**src/gsm_pkg.sv**
```systemverilog
// Purpose: shared constants and types for the graphics memory mode and timing block
// Assumes: one 32-bit mode word at a fixed host offset, timings counted in ref_clk cycles
// Notes: field positions and codes are named once here and used by the mode block, the sequencer model and the bench
package gsm_pkg;

    // host offset of the memory interface mode word (byte address)
    localparam logic [11:0] MODE_OFFSET = 12'h0ffc;

    // field positions inside the mode word
    localparam int CL_LSB = 0;
    localparam int BW_BIT = 3;
    localparam int GEO_LSB = 4;
    localparam int RTS_LSB = 7;
    localparam int GAP_LSB = 10;
    localparam int RCD_LSB = 12;
    localparam int RAS_LSB = 14;
    localparam int RP_LSB = 17;
    localparam int RC_LSB = 19;
    localparam int RRD_LSB = 23;
    localparam int RSV_ONE_BIT = 26;
    localparam int WR_BIT = 30;

    // reset value of stored bits, the bits that store, and the bit that always reads one
    localparam logic [31:0] MODE_RESET = 32'h0000_0000;
    localparam logic [31:0] MODE_STORE_MASK = 32'h41ff_ffff;
    localparam logic [31:0] MODE_READ_ONE = 32'h0400_0000;

    // cas latency codes
    localparam logic [2:0] CL_CODE_3 = 3'h3;
    localparam logic [2:0] CL_CODE_2 = 3'h2;

    // address geometry codes
    localparam logic [2:0] GEO_15_9 = 3'h1;
    localparam logic [2:0] GEO_14_9 = 3'h7;
    localparam logic [2:0] GEO_14_8A = 3'h6;
    localparam logic [2:0] GEO_14_8B = 3'h0;
    localparam logic [2:0] GEO_13_8 = 3'h5;
    localparam logic [2:0] GEO_FAST = 3'h4;

    // read-to-write gap codes and the clocks they give after the last read data
    localparam logic [1:0] GAP_CODE_A = 2'h2;
    localparam logic [1:0] GAP_CODE_B = 2'h0;
    localparam logic [3:0] RD_WR_GAP = 4'h2;

    // legal code ranges of the timing fields and the write recovery spans
    localparam logic [2:0] RAS_MIN_CODE = 3'h2;
    localparam logic [1:0] RP_MIN_CODE = 2'h1;
    localparam logic [3:0] RC_MIN_CODE = 4'h3;
    localparam logic [3:0] RC_MAX_CODE = 4'ha;
    localparam logic [1:0] RRD_MIN_CODE = 2'h2;
    localparam logic [3:0] WR_SPAN_SET = 4'h2;
    localparam logic [3:0] WR_SPAN_CLR = 4'h1;

    // refresh interval figures in internal clocks
    localparam logic [10:0] REF_CODE0_CLK = 11'h180;
    localparam logic [10:0] REF_CODE7_CLK = 11'h610;
    localparam logic [2:0] REF_CODE_MAX = 3'h7;

    // spacing timer channels
    localparam int T_RCD = 0;
    localparam int T_RAS = 1;
    localparam int T_RP = 2;
    localparam int T_RC = 3;
    localparam int T_RRD = 4;
    localparam int T_WR = 5;
    localparam int T_RW = 6;
    localparam int T_NUM = 7;

    typedef enum logic [2:0] {CMD_NOP, CMD_ACT, CMD_RD, CMD_WR, CMD_PRE, CMD_REF} gsm_cmd_t;
    typedef enum logic {PH_WAIT_CFG, PH_RUN} gsm_phase_t;

    typedef struct packed {
        logic fast_cycle;
        logic [3:0] addr_bits;
        logic [1:0] bank_bits;
        logic [3:0] row_bits;
        logic [3:0] col_bits;
    } gsm_geom_t;

    typedef struct packed {
        logic [3:0] cas;
        logic wide_bus;
        gsm_geom_t geom;
        logic [10:0] ref_interval;
        logic [3:0] rcd;
        logic [3:0] ras;
        logic [3:0] rp;
        logic [3:0] rc;
        logic [3:0] rrd;
        logic [3:0] wr;
        logic [3:0] rd_wr;
    } gsm_cfg_t;

endpackage : gsm_pkg

```
**src/gsm_mode_timing.sv**
```systemverilog
// Purpose: mode word of the graphics memory interface and command spacing guard
// Assumes: host strobes are synchronous to ref_clk; the sequencer issues one command a cycle
// Notes: the mode word survives soft_rst; traffic waits for a write after any reset
//
// Summary of operation
// RQ1: software writes mode word once after reset
// RQ2: soft reset keeps the mode word contents
// RQ3: cas latency code 011 or 010 only
// RQ4: bus width bit picks 64 or 32
// RQ5: geometry code sets address, bank, row, column bits
// RQ6: geometry 100 selects fast-cycle 12-bit addressing
// RQ7: refresh code 000 is 384, 111 1552
// RQ8: refresh codes 1..6 give 64 times n
// RQ9: read data to write gap two clocks
// RQ10: activate to column command zero..three clocks
// RQ11: bank active minimum two..seven clocks
// RQ12: precharge to activate one..three clocks
// RQ13: refresh to activate three..ten clocks
// RQ14: activate to activate two or three clocks
// RQ15: reserved bit 26 reads one, written zero
// RQ16: write recovery one or two clocks
// RQ17: timings are minimum spacings, never violated
// RQ18: no traffic before first mode write
`timescale 1ns/100ps
module gsm_mode_timing (
    input wire logic ref_clk,
    input wire logic rstn,
    input wire logic soft_rst,
    input wire logic host_sel,
    input wire logic host_wr,
    input wire logic [11:0] host_addr,
    input wire logic [31:0] host_wdata,
    output logic [31:0] host_rdata,
    output logic host_rvalid,
    input wire logic cmd_valid,
    input wire gsm_pkg::gsm_cmd_t cmd_code,
    output logic cmd_ready,
    output logic refresh_req,
    output gsm_pkg::gsm_cfg_t cfg,
    output logic cfg_valid,
    output logic cfg_illegal
);
    import gsm_pkg::*;

    typedef struct packed {
        gsm_phase_t phase;
        logic [31:0] mode;
        logic ref_pending;
        logic [31:0] rdata;
        logic rvalid;
    } gsm_main_state_t;

    gsm_main_state_t st_r;
    gsm_main_state_t st_nxt;

    logic mode_hit;
    logic host_write;
    logic host_read;
    logic issue;
    logic ref_tick;
    logic [T_NUM-1:0] gap_start;
    logic [T_NUM-1:0][3:0] gap_span;
    logic [T_NUM-1:0] gap_done;

    // geometry table; unlisted codes decode to zero widths
    function automatic gsm_geom_t geom_decode(input logic [2:0] code);
        gsm_geom_t g;
        g = '0;
        unique case (code)
            GEO_15_9: g = '{1'b0, 4'hf, 2'h2, 4'hd, 4'h9}; // RQ5
            GEO_14_9: g = '{1'b0, 4'he, 2'h2, 4'hc, 4'h9}; // RQ5
            GEO_14_8A, GEO_14_8B: g = '{1'b0, 4'he, 2'h2, 4'hc, 4'h8}; // RQ5
            GEO_13_8: g = '{1'b0, 4'hd, 2'h2, 4'hb, 4'h8}; // RQ5
            GEO_FAST: g = '{1'b1, 4'hc, 2'h1, 4'hb, 4'h8}; // RQ6
            default: g = '0;
        endcase
        return g;
    endfunction : geom_decode

    // refresh interval in internal clocks
    function automatic logic [10:0] ref_decode(input logic [2:0] code);
        logic [10:0] n;
        n = {2'h0, code, 6'h00}; // RQ8
        if (code == 3'h0) begin
            n = REF_CODE0_CLK; // RQ7
        end else if (code == REF_CODE_MAX) begin
            n = REF_CODE7_CLK; // RQ7
        end
        return n;
    endfunction : ref_decode

    // forbidden code detection over all fields
    function automatic logic mode_bad(input logic [31:0] m);
        logic bad;
        bad = 1'b0;
        if (m[CL_LSB+:3] != CL_CODE_3 && m[CL_LSB+:3] != CL_CODE_2) begin
            bad = 1'b1; // RQ3
        end
        if (geom_decode(m[GEO_LSB+:3]).addr_bits == 4'h0) begin
            bad = 1'b1; // RQ5
        end
        if (m[GAP_LSB+:2] != GAP_CODE_A && m[GAP_LSB+:2] != GAP_CODE_B) begin
            bad = 1'b1; // RQ9
        end
        if (m[RAS_LSB+:3] < RAS_MIN_CODE) begin
            bad = 1'b1; // RQ11
        end
        if (m[RP_LSB+:2] < RP_MIN_CODE) begin
            bad = 1'b1; // RQ12
        end
        if (m[RC_LSB+:4] < RC_MIN_CODE || m[RC_LSB+:4] > RC_MAX_CODE) begin
            bad = 1'b1; // RQ13
        end
        if (m[RRD_LSB+:2] < RRD_MIN_CODE) begin
            bad = 1'b1; // RQ14
        end
        return bad;
    endfunction : mode_bad

    // decoded view of the stored mode word
    always_comb begin
        cfg.cas = {1'b0, st_r.mode[CL_LSB+:3]}; // RQ3
        cfg.wide_bus = st_r.mode[BW_BIT]; // RQ4
        cfg.geom = geom_decode(st_r.mode[GEO_LSB+:3]);
        cfg.ref_interval = ref_decode(st_r.mode[RTS_LSB+:3]);
        cfg.rcd = {2'h0, st_r.mode[RCD_LSB+:2]}; // RQ10
        cfg.ras = {1'b0, st_r.mode[RAS_LSB+:3]}; // RQ11
        cfg.rp = {2'h0, st_r.mode[RP_LSB+:2]}; // RQ12
        cfg.rc = st_r.mode[RC_LSB+:4]; // RQ13
        cfg.rrd = {2'h0, st_r.mode[RRD_LSB+:2]}; // RQ14
        cfg.wr = st_r.mode[WR_BIT] ? WR_SPAN_SET : WR_SPAN_CLR; // RQ16
        cfg.rd_wr = 4'(cfg.cas + RD_WR_GAP); // RQ9
    end

    assign cfg_valid = (st_r.phase == PH_RUN);
    assign cfg_illegal = mode_bad(st_r.mode);

    // host strobes
    assign mode_hit = host_sel && (host_addr == MODE_OFFSET);
    assign host_write = mode_hit && host_wr;
    assign host_read = host_sel && !host_wr;

    // command readiness: every spacing is a floor, the sequencer may only be later
    always_comb begin
        cmd_ready = 1'b0;
        if (cfg_valid) begin // RQ18
            unique case (cmd_code)
                CMD_NOP: cmd_ready = 1'b1;
                CMD_ACT: cmd_ready = gap_done[T_RP] && gap_done[T_RC] && gap_done[T_RRD]
                    && !st_r.ref_pending; // RQ17
                CMD_RD: cmd_ready = gap_done[T_RCD] && gap_done[T_WR]; // RQ17
                CMD_WR: cmd_ready = gap_done[T_RCD] && gap_done[T_RW]; // RQ17
                CMD_PRE: cmd_ready = gap_done[T_RAS] && gap_done[T_WR]; // RQ17
                CMD_REF: cmd_ready = gap_done[T_RP] && gap_done[T_RC]; // RQ17
                default: cmd_ready = 1'b0;
            endcase
        end
    end

    assign issue = cmd_valid && cmd_ready && (cmd_code != CMD_NOP);

    // which spacing each issued command starts
    always_comb begin
        gap_start = '0;
        gap_start[T_RCD] = issue && (cmd_code == CMD_ACT); // RQ10
        gap_start[T_RAS] = issue && (cmd_code == CMD_ACT); // RQ11
        gap_start[T_RRD] = issue && (cmd_code == CMD_ACT); // RQ14
        gap_start[T_RP] = issue && (cmd_code == CMD_PRE); // RQ12
        gap_start[T_RC] = issue && (cmd_code == CMD_REF); // RQ13
        gap_start[T_WR] = issue && (cmd_code == CMD_WR); // RQ16
        gap_start[T_RW] = issue && (cmd_code == CMD_RD); // RQ9
        gap_span[T_RCD] = cfg.rcd;
        gap_span[T_RAS] = cfg.ras;
        gap_span[T_RRD] = cfg.rrd;
        gap_span[T_RP] = cfg.rp;
        gap_span[T_RC] = cfg.rc;
        gap_span[T_WR] = cfg.wr;
        gap_span[T_RW] = cfg.rd_wr;
    end

    // timers are cleared by either reset so a restart never inherits stale spacing
    gsm_gap_timer #(
        .CH(T_NUM),
        .W(4)
    ) u_gap (
        .ref_clk(ref_clk),
        .rstn(rstn),
        .clr(soft_rst),
        .start(gap_start),
        .span(gap_span),
        .done(gap_done)
    );

    // refresh runs only once the mode word is in place
    gsm_refresh_tick #(
        .W(11)
    ) u_ref (
        .ref_clk(ref_clk),
        .rstn(rstn),
        .run(cfg_valid && !soft_rst), // RQ18
        .interval(cfg.ref_interval), // RQ7
        .tick(ref_tick)
    );

    // next-state: mode word, phase, pending refresh and read answer
    always_comb begin
        st_nxt = st_r;
        st_nxt.rvalid = host_read;
        st_nxt.rdata = '0;
        if (host_read && mode_hit) begin
            st_nxt.rdata = (st_r.mode & MODE_STORE_MASK) | MODE_READ_ONE; // RQ15
        end
        // a tick in the same cycle as the refresh issue keeps the request up
        if (issue && cmd_code == CMD_REF) begin
            st_nxt.ref_pending = 1'b0;
        end
        if (ref_tick) begin
            st_nxt.ref_pending = 1'b1;
        end
        if (soft_rst) begin
            st_nxt.phase = PH_WAIT_CFG; // RQ2
            st_nxt.ref_pending = 1'b0;
        end else if (host_write) begin
            // later writes are taken too; changing timing mid-traffic is the host's hazard
            st_nxt.mode = host_wdata & MODE_STORE_MASK; // RQ1
            st_nxt.phase = PH_RUN; // RQ18
        end
    end

    always_ff @(posedge ref_clk) begin
        if (!rstn) begin
            st_r <= '{PH_WAIT_CFG, MODE_RESET, 1'b0, 32'h0000_0000, 1'b0};
        end else begin
            st_r <= st_nxt;
        end
    end

    assign host_rdata = st_r.rdata;
    assign host_rvalid = st_r.rvalid;
    assign refresh_req = st_r.ref_pending;

    // helper counters: clocks since each command kind, saturating
    logic [7:0] since_act;
    logic [7:0] since_pre;
    logic [7:0] since_ref;
    logic [7:0] since_wr;
    logic [7:0] since_rd;

    function automatic logic [7:0] since_step(input logic [7:0] v, input logic hit);
        return hit ? 8'h01 : ((v == 8'hff) ? v : 8'(v + 1'b1));
    endfunction : since_step

    function automatic logic [7:0] floor1(input logic [3:0] s);
        return (s == 4'h0) ? 8'h01 : {4'h0, s};
    endfunction : floor1

    always_ff @(posedge ref_clk) begin
        if (!rstn || soft_rst) begin
            since_act <= 8'hff;
            since_pre <= 8'hff;
            since_ref <= 8'hff;
            since_wr <= 8'hff;
            since_rd <= 8'hff;
        end else begin
            since_act <= since_step(since_act, issue && cmd_code == CMD_ACT);
            since_pre <= since_step(since_pre, issue && cmd_code == CMD_PRE);
            since_ref <= since_step(since_ref, issue && cmd_code == CMD_REF);
            since_wr <= since_step(since_wr, issue && cmd_code == CMD_WR);
            since_rd <= since_step(since_rd, issue && cmd_code == CMD_RD);
        end
    end
endmodule : gsm_mode_timing

```
**src/gsm_gap_timer.sv**
```systemverilog
// Purpose: bank of minimum-spacing timers, one per timing parameter, each shared by every command it holds back
// Assumes: span is the least number of clocks from a start to the next allowed command
// Notes: a span of 0 behaves as 1, since two commands never share a cycle
`timescale 1ns/100ps
module gsm_gap_timer #(
    parameter int CH = 7,
    parameter int W = 4
) (
    input wire logic ref_clk,
    input wire logic rstn,
    input wire logic clr,
    input wire logic [CH-1:0] start,
    input wire logic [CH-1:0][W-1:0] span,
    output logic [CH-1:0] done
);
    typedef struct packed {
        logic [CH-1:0][W-1:0] cnt;
    } gsm_gap_state_t;

    gsm_gap_state_t st_r;
    gsm_gap_state_t st_nxt;

    // load span minus one so the next command lands exactly span clocks later
    always_comb begin
        st_nxt = st_r;
        for (int i = 0; i < CH; i++) begin
            if (clr) begin
                st_nxt.cnt[i] = '0;
            end else if (start[i]) begin
                st_nxt.cnt[i] = (span[i] == '0) ? '0 : W'(span[i] - 1'b1);
            end else if (st_r.cnt[i] != '0) begin
                st_nxt.cnt[i] = W'(st_r.cnt[i] - 1'b1);
            end
        end
    end

    always_ff @(posedge ref_clk) begin
        if (!rstn) begin
            st_r <= '0;
        end else begin
            st_r <= st_nxt;
        end
    end

    // a channel is clear once its count has run out
    always_comb begin
        for (int i = 0; i < CH; i++) begin
            done[i] = (st_r.cnt[i] == '0);
        end
    end

endmodule : gsm_gap_timer

```
**src/gsm_refresh_tick.sv**
```systemverilog
// Purpose: refresh interval generator giving one pulse per programmed interval
// Assumes: interval is at least two clocks and stays fixed while run is high
// Notes: the count restarts from zero whenever run drops
`timescale 1ns/100ps
module gsm_refresh_tick #(
    parameter int W = 11
) (
    input wire logic ref_clk,
    input wire logic rstn,
    input wire logic run,
    input wire logic [W-1:0] interval,
    output logic tick
);
    typedef struct packed {
        logic [W-1:0] cnt;
        logic tick;
    } gsm_ref_state_t;

    gsm_ref_state_t st_r;
    gsm_ref_state_t st_nxt;

    // count 0 .. interval-1 and pulse on the wrap, so pulses are interval clocks apart
    always_comb begin
        st_nxt = st_r;
        st_nxt.tick = 1'b0;
        if (!run) begin
            st_nxt.cnt = '0;
        end else if (st_r.cnt >= W'(interval - 1'b1)) begin
            st_nxt.cnt = '0;
            st_nxt.tick = 1'b1;
        end else begin
            st_nxt.cnt = W'(st_r.cnt + 1'b1);
        end
    end

    always_ff @(posedge ref_clk) begin
        if (!rstn) begin
            st_r <= '0;
        end else begin
            st_r <= st_nxt;
        end
    end

    assign tick = st_r.tick;

endmodule : gsm_refresh_tick

```
**config.mk**
```make
export PLATFORM = sky130hd
export DESIGN_NAME = gsm_mode_timing
export DESIGN_NICKNAME = d
export VERILOG_FILES = /design/src/gsm_pkg.sv /design/src/gsm_mode_timing.sv /design/src/gsm_gap_timer.sv /design/src/gsm_refresh_tick.sv
export SDC_FILE = /design/constraint.sdc
export NUM_CORES = 1
export LEC_CHECK = 0
export BUFFER_PORTS_ARGS = -buffer_cell sky130_fd_sc_hd__buf_4
export CORE_MARGIN = 3
export CORE_UTILIZATION = 30
export DETAILED_ROUTE_END_ITERATION = 12
export GPL_TIMING_DRIVEN = 0
export PLACE_DENSITY = 0.55
export SLEW_MARGIN = 15
export SYNTH_ARGS = -nofsm -noshare
export SYNTH_HDL_FRONTEND = slang
export SYNTH_SLANG_ARGS = --single-unit
```
**constraint.sdc**
```tcl
create_clock -name ref_clk -period 5.9 [get_ports ref_clk]
set_input_delay 0.295 -clock ref_clk [delete_from_list [all_inputs] [get_ports ref_clk]]
set_output_delay 0.295 -clock ref_clk [all_outputs]
set_load 0.005 [all_outputs]
```
==> report_table.html, run 1 <==
<table>
<tr><th>Metric</th><th>Value</th></tr>
<tr><th colspan="2">Setup path</th></tr>
<tr><td>Data required time of the worst path</td><td>6.17 ns</td></tr>
<tr><td>Signal arrival time at the worst endpoint</td><td>2.77 ns</td></tr>
<tr><td>Start-to-end type of the worst setup path</td><td>flop to flop</td></tr>
<tr><td>Cell type group with the largest total delay on the critical path</td><td>buffers and inverters</td></tr>
<tr><td>Category of the worst setup path launch point</td><td>flop</td></tr>
<tr><td>Worst-path cell with the longest stage delay</td><td>clkbuf_1</td></tr>
<tr><td>WP buf/inv</td><td>2</td></tr>
<tr><td>Sort of element at the end of the critical path</td><td>flop</td></tr>
<tr><td>Largest fanout of any net on the critical path</td><td>10</td></tr>
<tr><td>Cells along the critical path</td><td>clkbuf_1 -&gt; nand3_1 -&gt; ha_1 -&gt; xnor2_1 -&gt; ha_1 -&gt; a21oi_1 -&gt; o22ai_1 -&gt; a211o_1 -&gt; clkbuf_1 -&gt; nor3_1</td></tr>
<tr><td>Delay of the slowest critical-path stage</td><td>about 0.31 ns</td></tr>
<tr><th colspan="2">Pwr</th></tr>
<tr><td>Peak ir drop on the vdd network</td><td>0.000162 V</td></tr>
<tr><td>Reported leakage power</td><td>3.03 nW</td></tr>
<tr><td>Power density of the placed cells</td><td>251 nW/um^2</td></tr>
<tr><th colspan="2">Logic synthesis</th></tr>
<tr><td>Flip-flop and latch count after synthesis</td><td>96</td></tr>
<tr><td>Top cell type's share of synthesized area</td><td>37.2%</td></tr>
<tr><td>Post-Synth XOR/XNOR Area</td><td>4.40%</td></tr>
<tr><td>Combined area of all synthesized cells</td><td>5170 um^2</td></tr>
<tr><td>Cells taking the most area after synthesis</td><td>dfxtp_1 (37%), buf_4 (11%), ha_1 (7.0%)</td></tr>
<tr><td>Gate count of the mapped netlist</td><td>598</td></tr>
<tr><td>Most common library cells after synthesis</td><td>dfxtp_1 (96), buf_4 (75), nand2_1 (38)</td></tr>
<tr><td>Mux share of post-synthesis cell area</td><td>roughly 2.6%</td></tr>
<tr><td>Yosys Warn Count</td><td>0</td></tr>
<tr><td>Post-synth EDFFs</td><td>0</td></tr>
<tr><td>Proportion of synthesized flip-flops having asynchronous set or reset</td><td>0%</td></tr>
<tr><td>Count of distinct cell types in the synthesized netlist</td><td>59</td></tr>
<tr><td>Post-synth top area cell</td><td>dfxtp_1</td></tr>
<tr><td>Average size of a mapped cell</td><td>about 8.6 um^2</td></tr>
<tr><td>Adder and majority cell fraction of the synthesized area</td><td>7.02%</td></tr>
<tr><td>Register area share after synthesis</td><td>37.2%</td></tr>
<tr><td>Top flip-flop cell by instance count after synthesis</td><td>dfxtp_1</td></tr>
<tr><td>Most frequent cell after synthesis</td><td>dfxtp_1</td></tr>
<tr><td>Post-synthesis simple-gate area fraction</td><td>25.0%</td></tr>
<tr><td>Largest family of logic cells by synthesized area</td><td>simple AND/OR/NAND/NOR gates</td></tr>
<tr><td>Compound-cell area share of the yosys netlist</td><td>between 8 and 9%</td></tr>
<tr><th colspan="2">STA</th></tr>
<tr><td>Part of the cycle the worst path needs</td><td>42.3%</td></tr>
<tr><td>RSZ-0062 raised after global routing</td><td>no</td></tr>
<tr><td>Achievable clock frequency</td><td>between 400 and 500 MHz</td></tr>
<tr><td>Worst-case clock skew</td><td>between 0.008 and 0.009 ns</td></tr>
<tr><td>Transition time of the tightest slew-check pin</td><td>0.844 ns</td></tr>
<tr><td>Relative slew slack</td><td>43.6%</td></tr>
<tr><td>Post-route setup slack</td><td>3.40 ns</td></tr>
<tr><td>Final number of max-transition violations</td><td>0</td></tr>
<tr><td>Min Clock Period, post-route</td><td>roughly 2.5 ns</td></tr>
<tr><td>Aggregate negative setup slack</td><td>0 ns</td></tr>
<tr><td>Final setup viols</td><td>0</td></tr>
<tr><td>Final hold violation count</td><td>0</td></tr>
<tr><th colspan="2">Clock tree</th></tr>
<tr><td>Clock net sink count</td><td>96</td></tr>
<tr><td>Reg clk slew, reported paths</td><td>0.07 ns</td></tr>
<tr><td>CTS tree</td><td>yes</td></tr>
<tr><td>Maximum level of the CTS H-tree</td><td>3</td></tr>
<tr><td>Number of gates given a new drive strength after cts</td><td>0</td></tr>
<tr><td>CTS Buf Count</td><td>9</td></tr>
<tr><td>Post-CTS setup buffer count</td><td>0</td></tr>
<tr><td>Worst skew pair latency</td><td>between 0.3 and 0.4 ns</td></tr>
<tr><td>Longest Clk Path Bufs</td><td>2</td></tr>
<tr><td># hold bufs at CTS</td><td>0</td></tr>
<tr><td>Buffer type at the clock tree root</td><td>clkbuf_16</td></tr>
<tr><th colspan="2">Route</th></tr>
<tr><td>Count of antenna-violating nets left after detailed routing</td><td>0</td></tr>
<tr><td>Routed via count</td><td>4259</td></tr>
<tr><td>First-pass iteration count of the detailed router</td><td>4</td></tr>
<tr><td>Routed WL</td><td>12600 um</td></tr>
<tr><td>1st-iter DRT viols</td><td>200</td></tr>
<tr><td>Post-detailed-route wirelength per cell</td><td>12.9 um</td></tr>
<tr><td>Vias per cell</td><td>4.38</td></tr>
<tr><td>Detailed-route DRC error count</td><td>0</td></tr>
<tr><th colspan="2">Global routing</th></tr>
<tr><td>Initial antenna violation count</td><td>0</td></tr>
<tr><td>Global Route Usage Sum</td><td>14.1%</td></tr>
<tr><td>Overall overflow remaining after global route</td><td>0</td></tr>
<tr><td>Via count of the first global-routing pass</td><td>4068</td></tr>
<tr><td>Maximum number of pins on one net before global-route repair</td><td>15</td></tr>
<tr><td>First-pass GRT wire length</td><td>20800 um</td></tr>
<tr><th colspan="2">Floorplanning</th></tr>
<tr><td>Area of the placeable core</td><td>16700 um^2</td></tr>
<tr><td>Height of the die</td><td>137 um</td></tr>
<tr><td>Count of standard-cell rows</td><td>47</td></tr>
<tr><td>Die width</td><td>137 um</td></tr>
<tr><td>Starting utilization of the core area</td><td>31.0%</td></tr>
<tr><td>I/O pin count</td><td>149</td></tr>
<tr><td>Die footprint</td><td>between 15000 and 20000 um^2</td></tr>
<tr><th colspan="2">Place</th></tr>
<tr><td>Worst setup slack before clock tree synthesis</td><td>3.39 ns</td></tr>
<tr><td>Placed insts</td><td>958</td></tr>
<tr><td>Placed Instance Area</td><td>6420 um^2</td></tr>
<tr><td>Routability Congestion</td><td>roughly 0.77</td></tr>
<tr><td>Post-detail-place hpwl</td><td>9700 um</td></tr>
<tr><td>Port Buffers</td><td>roughly 120</td></tr>
<tr><th colspan="2">Layout</th></tr>
<tr><td>Count of placed standard cells in the final layout, fillers left out</td><td>973</td></tr>
<tr><td>Total Nets Final</td><td>between 800 and 900</td></tr>
<tr><td>Fraction of final layout cells sized beyond drive strength 1</td><td>31.3%</td></tr>
<tr><td>ANT cells</td><td>0</td></tr>
<tr><td>Area growth syn-to-layout</td><td>29.3%</td></tr>
<tr><td>Post-route cell area</td><td>6680 um^2</td></tr>
<tr><td>Core occupancy in the finished layout</td><td>40.0%</td></tr>
<tr><th colspan="2">Hold path</th></tr>
<tr><td>Path class of the lowest-slack min-delay path</td><td>input port to flop</td></tr>
<tr><th colspan="2">Flow run</th></tr>
<tr><td>Maxcap violations</td><td>0</td></tr>
<tr><th colspan="2">Outcome</th></tr>
<tr><td>Status</td><td>completed</td></tr>
</table>
-- per-layer routing --
metal | vias to the layer above | GRT usage, % | share of wire [%]
li1 | 2239 | - | -
met1 | 1901 | 18.5 | 48
met2 | 110 | 22.1 | 45
met3 | 9 | 5.22 | 6.9
met4 | 0 | 3.22 | 1.0
met5 | - | 0 | 0
-- worst reg2reg max path: stages, from the launching register on --
cell      delay (ns)
dfxtp_1         0.30
clkbuf_1        0.31
nand3_1         0.19
ha_1            0.25
xnor2_1         0.12
ha_1            0.29
a21oi_1         0.14
o22ai_1         0.09
a211o_1         0.26
clkbuf_1        0.24
nor3_1          0.22
-- cell usage in the layout (no fill, tap or decap), types with 4 or more instances in the layout --
cell and count:
buf_1 4, conb_1 22, a21oi_1 21, o21ai_0 12, mux2i_1 8, o21ai_1 26, clkbuf_16 9, ha_1 29
or3_1 4, nand2_1 38, nand3_1 37, inv_1 30, buf_2 11, buf_4 194, nor3_1 30, and2_1 29
clkbuf_1 11, nand4_1 14, mux2_2 4, o22ai_1 4, xnor2_1 23, dfxtp_1 96, nor2b_1 12, nor2_1 25
-- final cells by class --
class                   count  area [um^2]
plain buffers             100          678
clock buffers              12          246
clock inverters             3         18.8
fillers                  1790        10000
inverters                  30          113
multi-input cells         393         2540
flip-flops and latches     96         1920
well taps                 220          275
repair buffers            119          893
-- kinds of logic after synthesis --
logic type | count (synthesis)
AOI/OAI and AO/OA | 77
xor gates and xnor gates | 26
adders and majority gates | 29
buffers and inverters | 130
DFF | 96
muxes | 13
other | 1
and+or+nand+nor | 226
-- state kept, by name, summed over array words and instances (netlist names) --
| name | count |
|---|---|
| host_rdata | 27 |
| host_rvalid | 1 |
| u_ref.st_r | 11 |
| cfg | 17 |
| st_r | 9 |
| refresh_req | 1 |
| u_ref.tick | 1 |
| u_gap.st_r | 28 |
| cfg_valid | 1 |
-- where the power goes --
group          switching [mW]  internal, mW  total (mW)
registers              0.0298         0.684       0.714
logic                   0.217         0.209       0.426
clock network           0.241         0.295       0.536
-- path summary, 6_finish.rpt --
check,depth (start not counted),end,slack [ns],startpoint
max,10,u_ref.st_r[5]$_SDFF_PP0_,3.40,st_r[41]$_SDFFE_PN0P_
min,3,cfg[16]$_SDFFE_PN0P_,0.19,host_wdata[17]
max reg2reg,10,u_ref.st_r[5]$_SDFF_PP0_,3.40,st_r[41]$_SDFFE_PN0P_
min reg2reg,2,refresh_req$_SDFFE_PP0P_,0.44,u_ref.tick$_SDFF_PN0_
-- metrics by stage --
stage / hold slack [ns] / power, mW
global placement: 0.425 / 1.15
detailed placement: 0.434 / 1.15
finish: 0.189 / 1.68
CTS: 0.173 / 1.70
floorplan: 0.411 / 1.06
global route: 0.180 / 1.79
Power figures use the tool's default switching activity.
==> run 2: changes to the inputs <==
==> constraint.sdc (replaced) <==
create_clock -name ref_clk -period 2.4 [get_ports ref_clk]
set_input_delay 0.12 -clock ref_clk [delete_from_list [all_inputs] [get_ports ref_clk]]
set_output_delay 0.12 -clock ref_clk [all_outputs]
set_load 0.005 [all_outputs]
==> run 2 against run 1 <==
Effect of this change:
- routed wire length rose by 0.26%
- combinational power up 150%
- power rose by 150%
- clock power rose by 150%
- fmax increased by 14%
- critical endpoint unchanged
- largest power group unchanged
- highest routed layer unchanged
==> report_table.html, run 2 (synthesized netlist as in run 1, its figures left out) <==
<table>
<tr><th>Metric</th><th>Value</th></tr>
<tr><th colspan="2">Pwr</th></tr>
<tr><td>Power density of the placed cells</td><td>roughly 600 nW/um^2</td></tr>
<tr><td>Reported leakage power</td><td>3.04 nW</td></tr>
<tr><td>Peak ir drop on the vdd network</td><td>0.000400 V</td></tr>
<tr><th colspan="2">Route</th></tr>
<tr><td>Detailed-route DRC error count</td><td>0</td></tr>
<tr><td>1st-iter DRT viols</td><td>171</td></tr>
<tr><td>Vias per cell</td><td>4.37</td></tr>
<tr><td>Post-detailed-route wirelength per cell</td><td>13.0 um</td></tr>
<tr><td>First-pass iteration count of the detailed router</td><td>4</td></tr>
<tr><td>Count of antenna-violating nets left after detailed routing</td><td>0</td></tr>
<tr><td>Routed WL</td><td>12600 um</td></tr>
<tr><td>Routed via count</td><td>around 4200</td></tr>
<tr><th colspan="2">Global routing</th></tr>
<tr><td>First-pass GRT wire length</td><td>20800 um</td></tr>
<tr><td>Maximum number of pins on one net before global-route repair</td><td>15</td></tr>
<tr><td>Global Route Usage Sum</td><td>about 14%</td></tr>
<tr><td>Initial antenna violation count</td><td>0</td></tr>
<tr><td>Via count of the first global-routing pass</td><td>between 4000 and 5000</td></tr>
<tr><td>Overall overflow remaining after global route</td><td>0</td></tr>
<tr><th colspan="2">Layout</th></tr>
<tr><td>Fraction of final layout cells sized beyond drive strength 1</td><td>32.4%</td></tr>
<tr><td>Count of placed standard cells in the final layout, fillers left out</td><td>973</td></tr>
<tr><td>Register with the most flip-flops</td><td>u_gap.st_r</td></tr>
<tr><td>Area growth syn-to-layout</td><td>29.7%</td></tr>
<tr><td>Flip-flop count of the largest register after layout</td><td>28</td></tr>
<tr><td>Total Nets Final</td><td>roughly 830</td></tr>
<tr><td>Most common cell after layout, fill and taps aside</td><td>buf_4</td></tr>
<tr><td>Post-route cell area</td><td>6710 um^2</td></tr>
<tr><td>Most frequent cells in the layout</td><td>buf_4 (194), dfxtp_1 (93), nand2_1 (38), nand3_1 (37)</td></tr>
<tr><td>ANT cells</td><td>0</td></tr>
<tr><th colspan="2">Setup path</th></tr>
<tr><td>Reg2reg setup slack</td><td>between 0.2 and 0.25 ns</td></tr>
<tr><td>Startpoint of the most critical setup path</td><td>st_r[41]$_SDFFE_PN0P_</td></tr>
<tr><td>Origin of the critical flop-to-flop path</td><td>st_r[41]$_SDFFE_PN0P_</td></tr>
<tr><td>Data required time of the worst path</td><td>2.67 ns</td></tr>
<tr><td>Reg-to-Reg End</td><td>u_ref.st_r[5]$_SDFF_PP0_</td></tr>
<tr><td>Start-to-end type of the worst setup path</td><td>flop to flop</td></tr>
<tr><td>Category of the worst setup path launch point</td><td>flop</td></tr>
<tr><td>Sort of element at the end of the critical path</td><td>flop</td></tr>
<tr><td>Worst Setup EP</td><td>u_ref.st_r[5]$_SDFF_PP0_</td></tr>
<tr><td>Largest fanout of any net on the critical path</td><td>10</td></tr>
<tr><td>Signal arrival time at the worst endpoint</td><td>2.45 ns</td></tr>
<tr><td>Worst R2R Path Depth</td><td>9</td></tr>
<tr><th colspan="2">Floorplanning</th></tr>
<tr><td>Area of the placeable core</td><td>16700 um^2</td></tr>
<tr><td>I/O pin count</td><td>149</td></tr>
<tr><td>Height of the die</td><td>137 um</td></tr>
<tr><td>Count of standard-cell rows</td><td>47</td></tr>
<tr><td>Starting utilization of the core area</td><td>31.0%</td></tr>
<tr><td>Die width</td><td>137 um</td></tr>
<tr><td>Die footprint</td><td>18800 um^2</td></tr>
<tr><th colspan="2">Flow run</th></tr>
<tr><td>Maxcap violations</td><td>0</td></tr>
<tr><th colspan="2">Place</th></tr>
<tr><td>Placed insts</td><td>958</td></tr>
<tr><td>Port Buffers</td><td>119</td></tr>
<tr><td>Placed Instance Area</td><td>6420 um^2</td></tr>
<tr><td>Post-detail-place hpwl</td><td>9700 um</td></tr>
<tr><td>Routability Congestion</td><td>0.769</td></tr>
<tr><th colspan="2">STA</th></tr>
<tr><td>Relative slew slack</td><td>between 40% and 50%</td></tr>
<tr><td>Worst-case clock skew</td><td>0.00892 ns</td></tr>
<tr><td>Min Clock Period, post-route</td><td>about 2.2 ns</td></tr>
<tr><td>Hold slack final</td><td>0.00837 ns</td></tr>
<tr><td>Final setup viols</td><td>0</td></tr>
<tr><td>Part of the cycle the worst path needs</td><td>91.0%</td></tr>
<tr><td>Aggregate negative setup slack</td><td>0 ns</td></tr>
<tr><td>Transition time of the tightest slew-check pin</td><td>0.842 ns</td></tr>
<tr><td>Final number of max-transition violations</td><td>0</td></tr>
<tr><td>Achievable clock frequency</td><td>458 MHz</td></tr>
<tr><td>Final hold violation count</td><td>0</td></tr>
<tr><th colspan="2">Clock tree</th></tr>
<tr><td>Buffer type at the clock tree root</td><td>clkbuf_16</td></tr>
<tr><td>Clock net sink count</td><td>96</td></tr>
<tr><td>Longest Clk Path Bufs</td><td>2</td></tr>
<tr><td>Maximum level of the CTS H-tree</td><td>3</td></tr>
<tr><td>CTS Buf Count</td><td>9</td></tr>
<tr><td>Worst skew pair latency</td><td>0.35 ns</td></tr>
<tr><td>Post-CTS setup buffer count</td><td>0</td></tr>
<tr><td>Reg clk slew, reported paths</td><td>~0.060 ns</td></tr>
<tr><td>CTS tree</td><td>yes</td></tr>
<tr><th colspan="2">Hold path</th></tr>
<tr><td>Path class of the lowest-slack min-delay path</td><td>input port to flop</td></tr>
<tr><th colspan="2">Outcome</th></tr>
<tr><td>Status</td><td>completed</td></tr>
</table>
run 2: final cells by class:
type,instances,area [um^2]
clock buffer,12,246
sequential,96,1930
tap,220,275
multi-input combinational,393,2550
inverter,30,113
clock inverter,3,18.8
fill,1793,9990
timing repair buffer,120,903
buffer,99,676
run 2: worst min-delay path by stage:
stage / endpoint / cells after the start / start / slack (ns)
after floorplan: cfg[12]$_SDFFE_PN0P_ / 2 / host_wdata[19] / 0.25
after global placement: cfg[13]$_SDFFE_PN0P_ / 3 / host_wdata[20] / 0.37
after detailed placement: cfg[55]$_SDFFE_PN0P_ / 3 / host_wdata[0] / 0.37
after CTS: cfg[57]$_SDFFE_PN0P_ / 3 / host_wdata[2] / 0.001
after global routing: cfg[16]$_SDFFE_PN0P_ / 3 / host_wdata[17] / 0.005
final: st_r[41]$_SDFFE_PN0P_ / 3 / host_wdata[7] / 0.008
run 2: what timing repair did:
item,4_1_cts,5_1_grt
endpoints found under the hold margin,1,0
endpoints found under the setup margin,10,11
pin swaps,0,0
gates resized for setup,0,9
hold buffers,1,0
run 2: critical path: stages, from the launching register on:
cell      delay (ns)
dfxtp_2         0.42
nand3_1         0.14
ha_1            0.23
xnor2_1         0.12
ha_1            0.29
a21oi_1         0.14
o22ai_1         0.09
a211o_1         0.26
clkbuf_2        0.20
nor3_1          0.19
run 2: through the flow:
stage	total power, mW	util, %	setup slack [ns]
floorplan	2.60	-	0.229
global placement	2.83	38.4	-0.0877
detailed placement	2.83	38.4	-0.106
CTS	4.18	40.1	0.0100
global route	4.40	40.2	-0.0109
finish	4.13	40.2	0.216
run 2: power breakdown:
| part | internal, mW | switching, mW | total (mW) | leakage, nW |
|---|---|---|---|---|
| registers | 1.68 | 0.0745 | 1.76 | 0.775 |
| logic | 0.520 | 0.530 | 1.05 | 2.14 |
| clock network | 0.724 | 0.599 | 1.32 | 0.132 |
run 2: layer usage:
metal / vias to the layer above / part of all wire [%] / track usage [%]
met2: 99 / 45 / 22.1
met4: 0 / 1.2 / 3.22
met1: 1901 / 48 / 18.5
met3: 11 / 6.3 / 5.19
li1: 2237 / - / -
met5: - / 0 / 0
==> run 3: changes to the inputs <==
--- a/config.mk
+++ b/config.mk
@@ -7,10 +7,11 @@
 export LEC_CHECK = 0
 export BUFFER_PORTS_ARGS = -buffer_cell sky130_fd_sc_hd__buf_4
 export CORE_MARGIN = 3
-export CORE_UTILIZATION = 30
+export CORE_UTILIZATION = 45
 export DETAILED_ROUTE_END_ITERATION = 12
 export GPL_TIMING_DRIVEN = 0
-export PLACE_DENSITY = 0.55
+export MAX_ROUTING_LAYER = met4
+export PLACE_DENSITY = 0.75
 export SLEW_MARGIN = 15
 export SYNTH_ARGS = -nofsm -noshare
 export SYNTH_HDL_FRONTEND = slang
==> run 3 against run 2 <==
Effect of this change:
- critical path type unchanged
- combinational power hardly changed
- fmax fell by 3.6%
- sequential share of layout area increased by 0.24 points
- non-clock buffer count is 2 lower
- first-iteration DRC count is 16% higher
- register-to-register slack worse by 0.08 ns
- via count rose by 3.9%
- final cell count is 8.3% lower
- largest power group unchanged
==> report_table.html, run 3 (synthesized netlist as in run 1, its figures left out) <==
<table>
<tr><th>Metric</th><th>Value</th></tr>
<tr><th colspan="2">Clock tree</th></tr>
<tr><td>Longest Clk Path Bufs</td><td>2</td></tr>
<tr><td>Maximum level of the CTS H-tree</td><td>3</td></tr>
<tr><td>Worst skew pair latency</td><td>0.34 ns</td></tr>
<tr><td>Clock net sink count</td><td>96</td></tr>
<tr><td># hold bufs at CTS</td><td>0</td></tr>
<tr><td>Reg clk slew, reported paths</td><td>0.07 ns</td></tr>
<tr><td>Buffer type at the clock tree root</td><td>clkbuf_16</td></tr>
<tr><td>CTS tree</td><td>yes</td></tr>
<tr><td>Post-CTS setup buffer count</td><td>0</td></tr>
<tr><td>CTS Buf Count</td><td>9</td></tr>
<tr><th colspan="2">Layout</th></tr>
<tr><td>Post-route cell area</td><td>6640 um^2</td></tr>
<tr><td>ANT cells</td><td>0</td></tr>
<tr><td>Register with the most flip-flops</td><td>u_gap.st_r</td></tr>
<tr><td>Most frequent cells in the layout</td><td>buf_4 (194), dfxtp_1 (95), nand2_1 (38), nand3_1 (37)</td></tr>
<tr><td>Total Nets Final</td><td>829</td></tr>
<tr><td>Most common cell after layout, fill and taps aside</td><td>buf_4</td></tr>
<tr><td>Flip-flop count of the largest register after layout</td><td>28</td></tr>
<tr><td>Area growth syn-to-layout</td><td>28.5%</td></tr>
<tr><td>Core occupancy in the finished layout</td><td>60.2%</td></tr>
<tr><td>Fraction of final layout cells sized beyond drive strength 1</td><td>~32%</td></tr>
<tr><th colspan="2">Pwr</th></tr>
<tr><td>Power density of the placed cells</td><td>657 nW/um^2</td></tr>
<tr><td>Reported leakage power</td><td>about 3.1 nW</td></tr>
<tr><td>Peak ir drop on the vdd network</td><td>between 0.0005 and 0.0006 V</td></tr>
<tr><th colspan="2">Place</th></tr>
<tr><td>Placed Instance Area</td><td>6320 um^2</td></tr>
<tr><td>Routability Congestion</td><td>0.821</td></tr>
<tr><td>Post-detail-place hpwl</td><td>9420 um</td></tr>
<tr><td>Port Buffers</td><td>about 120</td></tr>
<tr><th colspan="2">STA</th></tr>
<tr><td>RSZ-0062 raised after global routing</td><td>no</td></tr>
<tr><td>Hold slack final</td><td>0.0188 ns</td></tr>
<tr><td>Final setup viols</td><td>0</td></tr>
<tr><td>Worst-case clock skew</td><td>0.00578 ns</td></tr>
<tr><td>Final hold violation count</td><td>0</td></tr>
<tr><td>Final number of max-transition violations</td><td>0</td></tr>
<tr><td>Relative slew slack</td><td>47.3%</td></tr>
<tr><td>Achievable clock frequency</td><td>442 MHz</td></tr>
<tr><td>Part of the cycle the worst path needs</td><td>94.4%</td></tr>
<tr><td>Min Clock Period, post-route</td><td>about 2.3 ns</td></tr>
<tr><td>Transition time of the tightest slew-check pin</td><td>0.789 ns</td></tr>
<tr><th colspan="2">Route</th></tr>
<tr><td>Detailed-route DRC error count</td><td>0</td></tr>
<tr><td>Post-detailed-route wirelength per cell</td><td>13.9 um</td></tr>
<tr><td>Routed via count</td><td>4412</td></tr>
<tr><td>First-pass iteration count of the detailed router</td><td>4</td></tr>
<tr><td>Routed WL</td><td>12400 um</td></tr>
<tr><td>Vias per cell</td><td>4.95</td></tr>
<tr><td>Count of antenna-violating nets left after detailed routing</td><td>0</td></tr>
<tr><td>1st-iter DRT viols</td><td>199</td></tr>
<tr><th colspan="2">Setup path</th></tr>
<tr><td>Worst R2R Path Depth</td><td>9</td></tr>
<tr><td>Origin of the critical flop-to-flop path</td><td>st_r[42]$_SDFFE_PN0P_</td></tr>
<tr><td>Data required time of the worst path</td><td>2.66 ns</td></tr>
<tr><td>Startpoint of the most critical setup path</td><td>st_r[42]$_SDFFE_PN0P_</td></tr>
<tr><td>Signal arrival time at the worst endpoint</td><td>2.52 ns</td></tr>
<tr><td>Worst-path cell with the longest stage delay</td><td>dfxtp_1</td></tr>
<tr><td>Reg-to-Reg End</td><td>u_ref.st_r[7]$_SDFF_PP0_</td></tr>
<tr><td>Delay of the slowest critical-path stage</td><td>0.43 ns</td></tr>
<tr><td>Sort of element at the end of the critical path</td><td>flop</td></tr>
<tr><td>Start-to-end type of the worst setup path</td><td>flop to flop</td></tr>
<tr><td>Worst Setup EP</td><td>u_ref.st_r[7]$_SDFF_PP0_</td></tr>
<tr><td>Cells along the critical path</td><td>nor2b_2 -&gt; nor2b_1 -&gt; nor2_1 -&gt; xnor2_1 -&gt; ha_1 -&gt; a21oi_1 -&gt; o22ai_1 -&gt; a211o_2 -&gt; nor3_1</td></tr>
<tr><td>Reg2reg setup slack</td><td>0.14 ns</td></tr>
<tr><td>Category of the worst setup path launch point</td><td>flop</td></tr>
<tr><td>Largest fanout of any net on the critical path</td><td>12</td></tr>
<tr><th colspan="2">Floorplanning</th></tr>
<tr><td>Count of standard-cell rows</td><td>38</td></tr>
<tr><td>Area of the placeable core</td><td>roughly 11000 um^2</td></tr>
<tr><td>Starting utilization of the core area</td><td>46.9%</td></tr>
<tr><td>I/O pin count</td><td>149</td></tr>
<tr><td>Height of the die</td><td>113 um</td></tr>
<tr><td>Die width</td><td>between 100 and 150 um</td></tr>
<tr><td>Die footprint</td><td>12800 um^2</td></tr>
<tr><th colspan="2">Global routing</th></tr>
<tr><td>First-pass GRT wire length</td><td>20200 um</td></tr>
<tr><td>Via count of the first global-routing pass</td><td>between 4000 and 5000</td></tr>
<tr><td>Maximum number of pins on one net before global-route repair</td><td>16</td></tr>
<tr><td>Initial antenna violation count</td><td>0</td></tr>
<tr><td>Overall overflow remaining after global route</td><td>0</td></tr>
<tr><td>Global Route Usage Sum</td><td>20.0%</td></tr>
<tr><th colspan="2">Hold path</th></tr>
<tr><td>Path class of the lowest-slack min-delay path</td><td>input port to flop</td></tr>
<tr><td>Hold_sp</td><td>host_wdata[3]</td></tr>
<tr><th colspan="2">Flow run</th></tr>
<tr><td>Maxcap violations</td><td>0</td></tr>
<tr><th colspan="2">Outcome</th></tr>
<tr><td>Status</td><td>completed</td></tr>
</table>
[run 3: cell types whose count changed in the layout (fill, tap and decap cells not counted), moves of 2 or more]
| cell | previous run | this run |
|---|---|---|
| bufinv_16 | 0 | 2 |
| clkbuf_1 | 9 | 7 |
| dfxtp_1 | 93 | 95 |
| dfxtp_2 | 3 | 1 |
[run 3: repair_timing]
| action | 4_1_cts | 5_1_grt |
|---|---|---|
| endpoints found under the setup margin | 10 | 13 |
| hold endpoints to repair | 0 | 0 |
| resized for setup | 1 | 3 |
[run 3: worst max-delay path, delay by kind of cell, from the launching register on]
kind | cells | cell delay, ns
flip-flops | 1 | 0.43
adder cells (fa/ha/maj) | 1 | 0.27
AO/OA/AOI/OAI | 3 | 0.64
AND/OR/NAND/NOR | 4 | 0.68
XOR/XNOR | 1 | 0.16
[run 3: final cells by class]
class / count / area (um^2)
plain buffers: 98 / 671
clock buffers: 10 / 239
clock inverters: 6 / 82.6
fillers: 991 / 4390
inverters: 30 / 113
multi-input cells: 393 / 2550
flip-flops and latches: 96 / 1920
well taps: 140 / 175
repair buffers: 119 / 893
[run 3: worst min path at each step]
stage	to	cells after the start
finish	cfg[54]$_SDFFE_PN0P_	3
detailed placement	st_r[64]$_SDFFE_PN0P_	3
CTS	cfg[56]$_SDFFE_PN0P_	3
global placement	st_r[64]$_SDFFE_PN0P_	3
floorplan	cfg[12]$_SDFFE_PN0P_	2
global route	cfg[55]$_SDFFE_PN0P_	3
[run 3: per-stage QoR]
stage	std cells	total power, mW	worst slack, ns	setup TNS [ns]
finish	892	4.36	0.135	0
global route	892	4.59	0.00564	0
CTS	892	4.38	0.0890	0
detailed placement	878	2.84	-0.0637	-0.383
global placement	878	2.79	-0.0158	-0.0495
floorplan	619	2.60	0.229	0
[run 3: power breakdown]
| group | switching [mW] | internal, mW |
|---|---|---|
| Combinational | 0.548 | 0.523 |
| Sequential | 0.0765 | 1.68 |
| Clock | 0.600 | 0.935 |
| Total | 1.22 | 3.14 |
[run 3: layer usage]
layer / vias up / GRT usage, % / wire length (um) / part of all wire (%)
met5: - / - / 0 / 0
met3: 28 / 4.22 / 774 / 6.3
li1: 2226 / - / - / -
met2: 133 / 33.2 / 6050 / 49
met4: 0 / 7.45 / 292 / 2.4
met1: 2025 / 24.0 / 5240 / 42
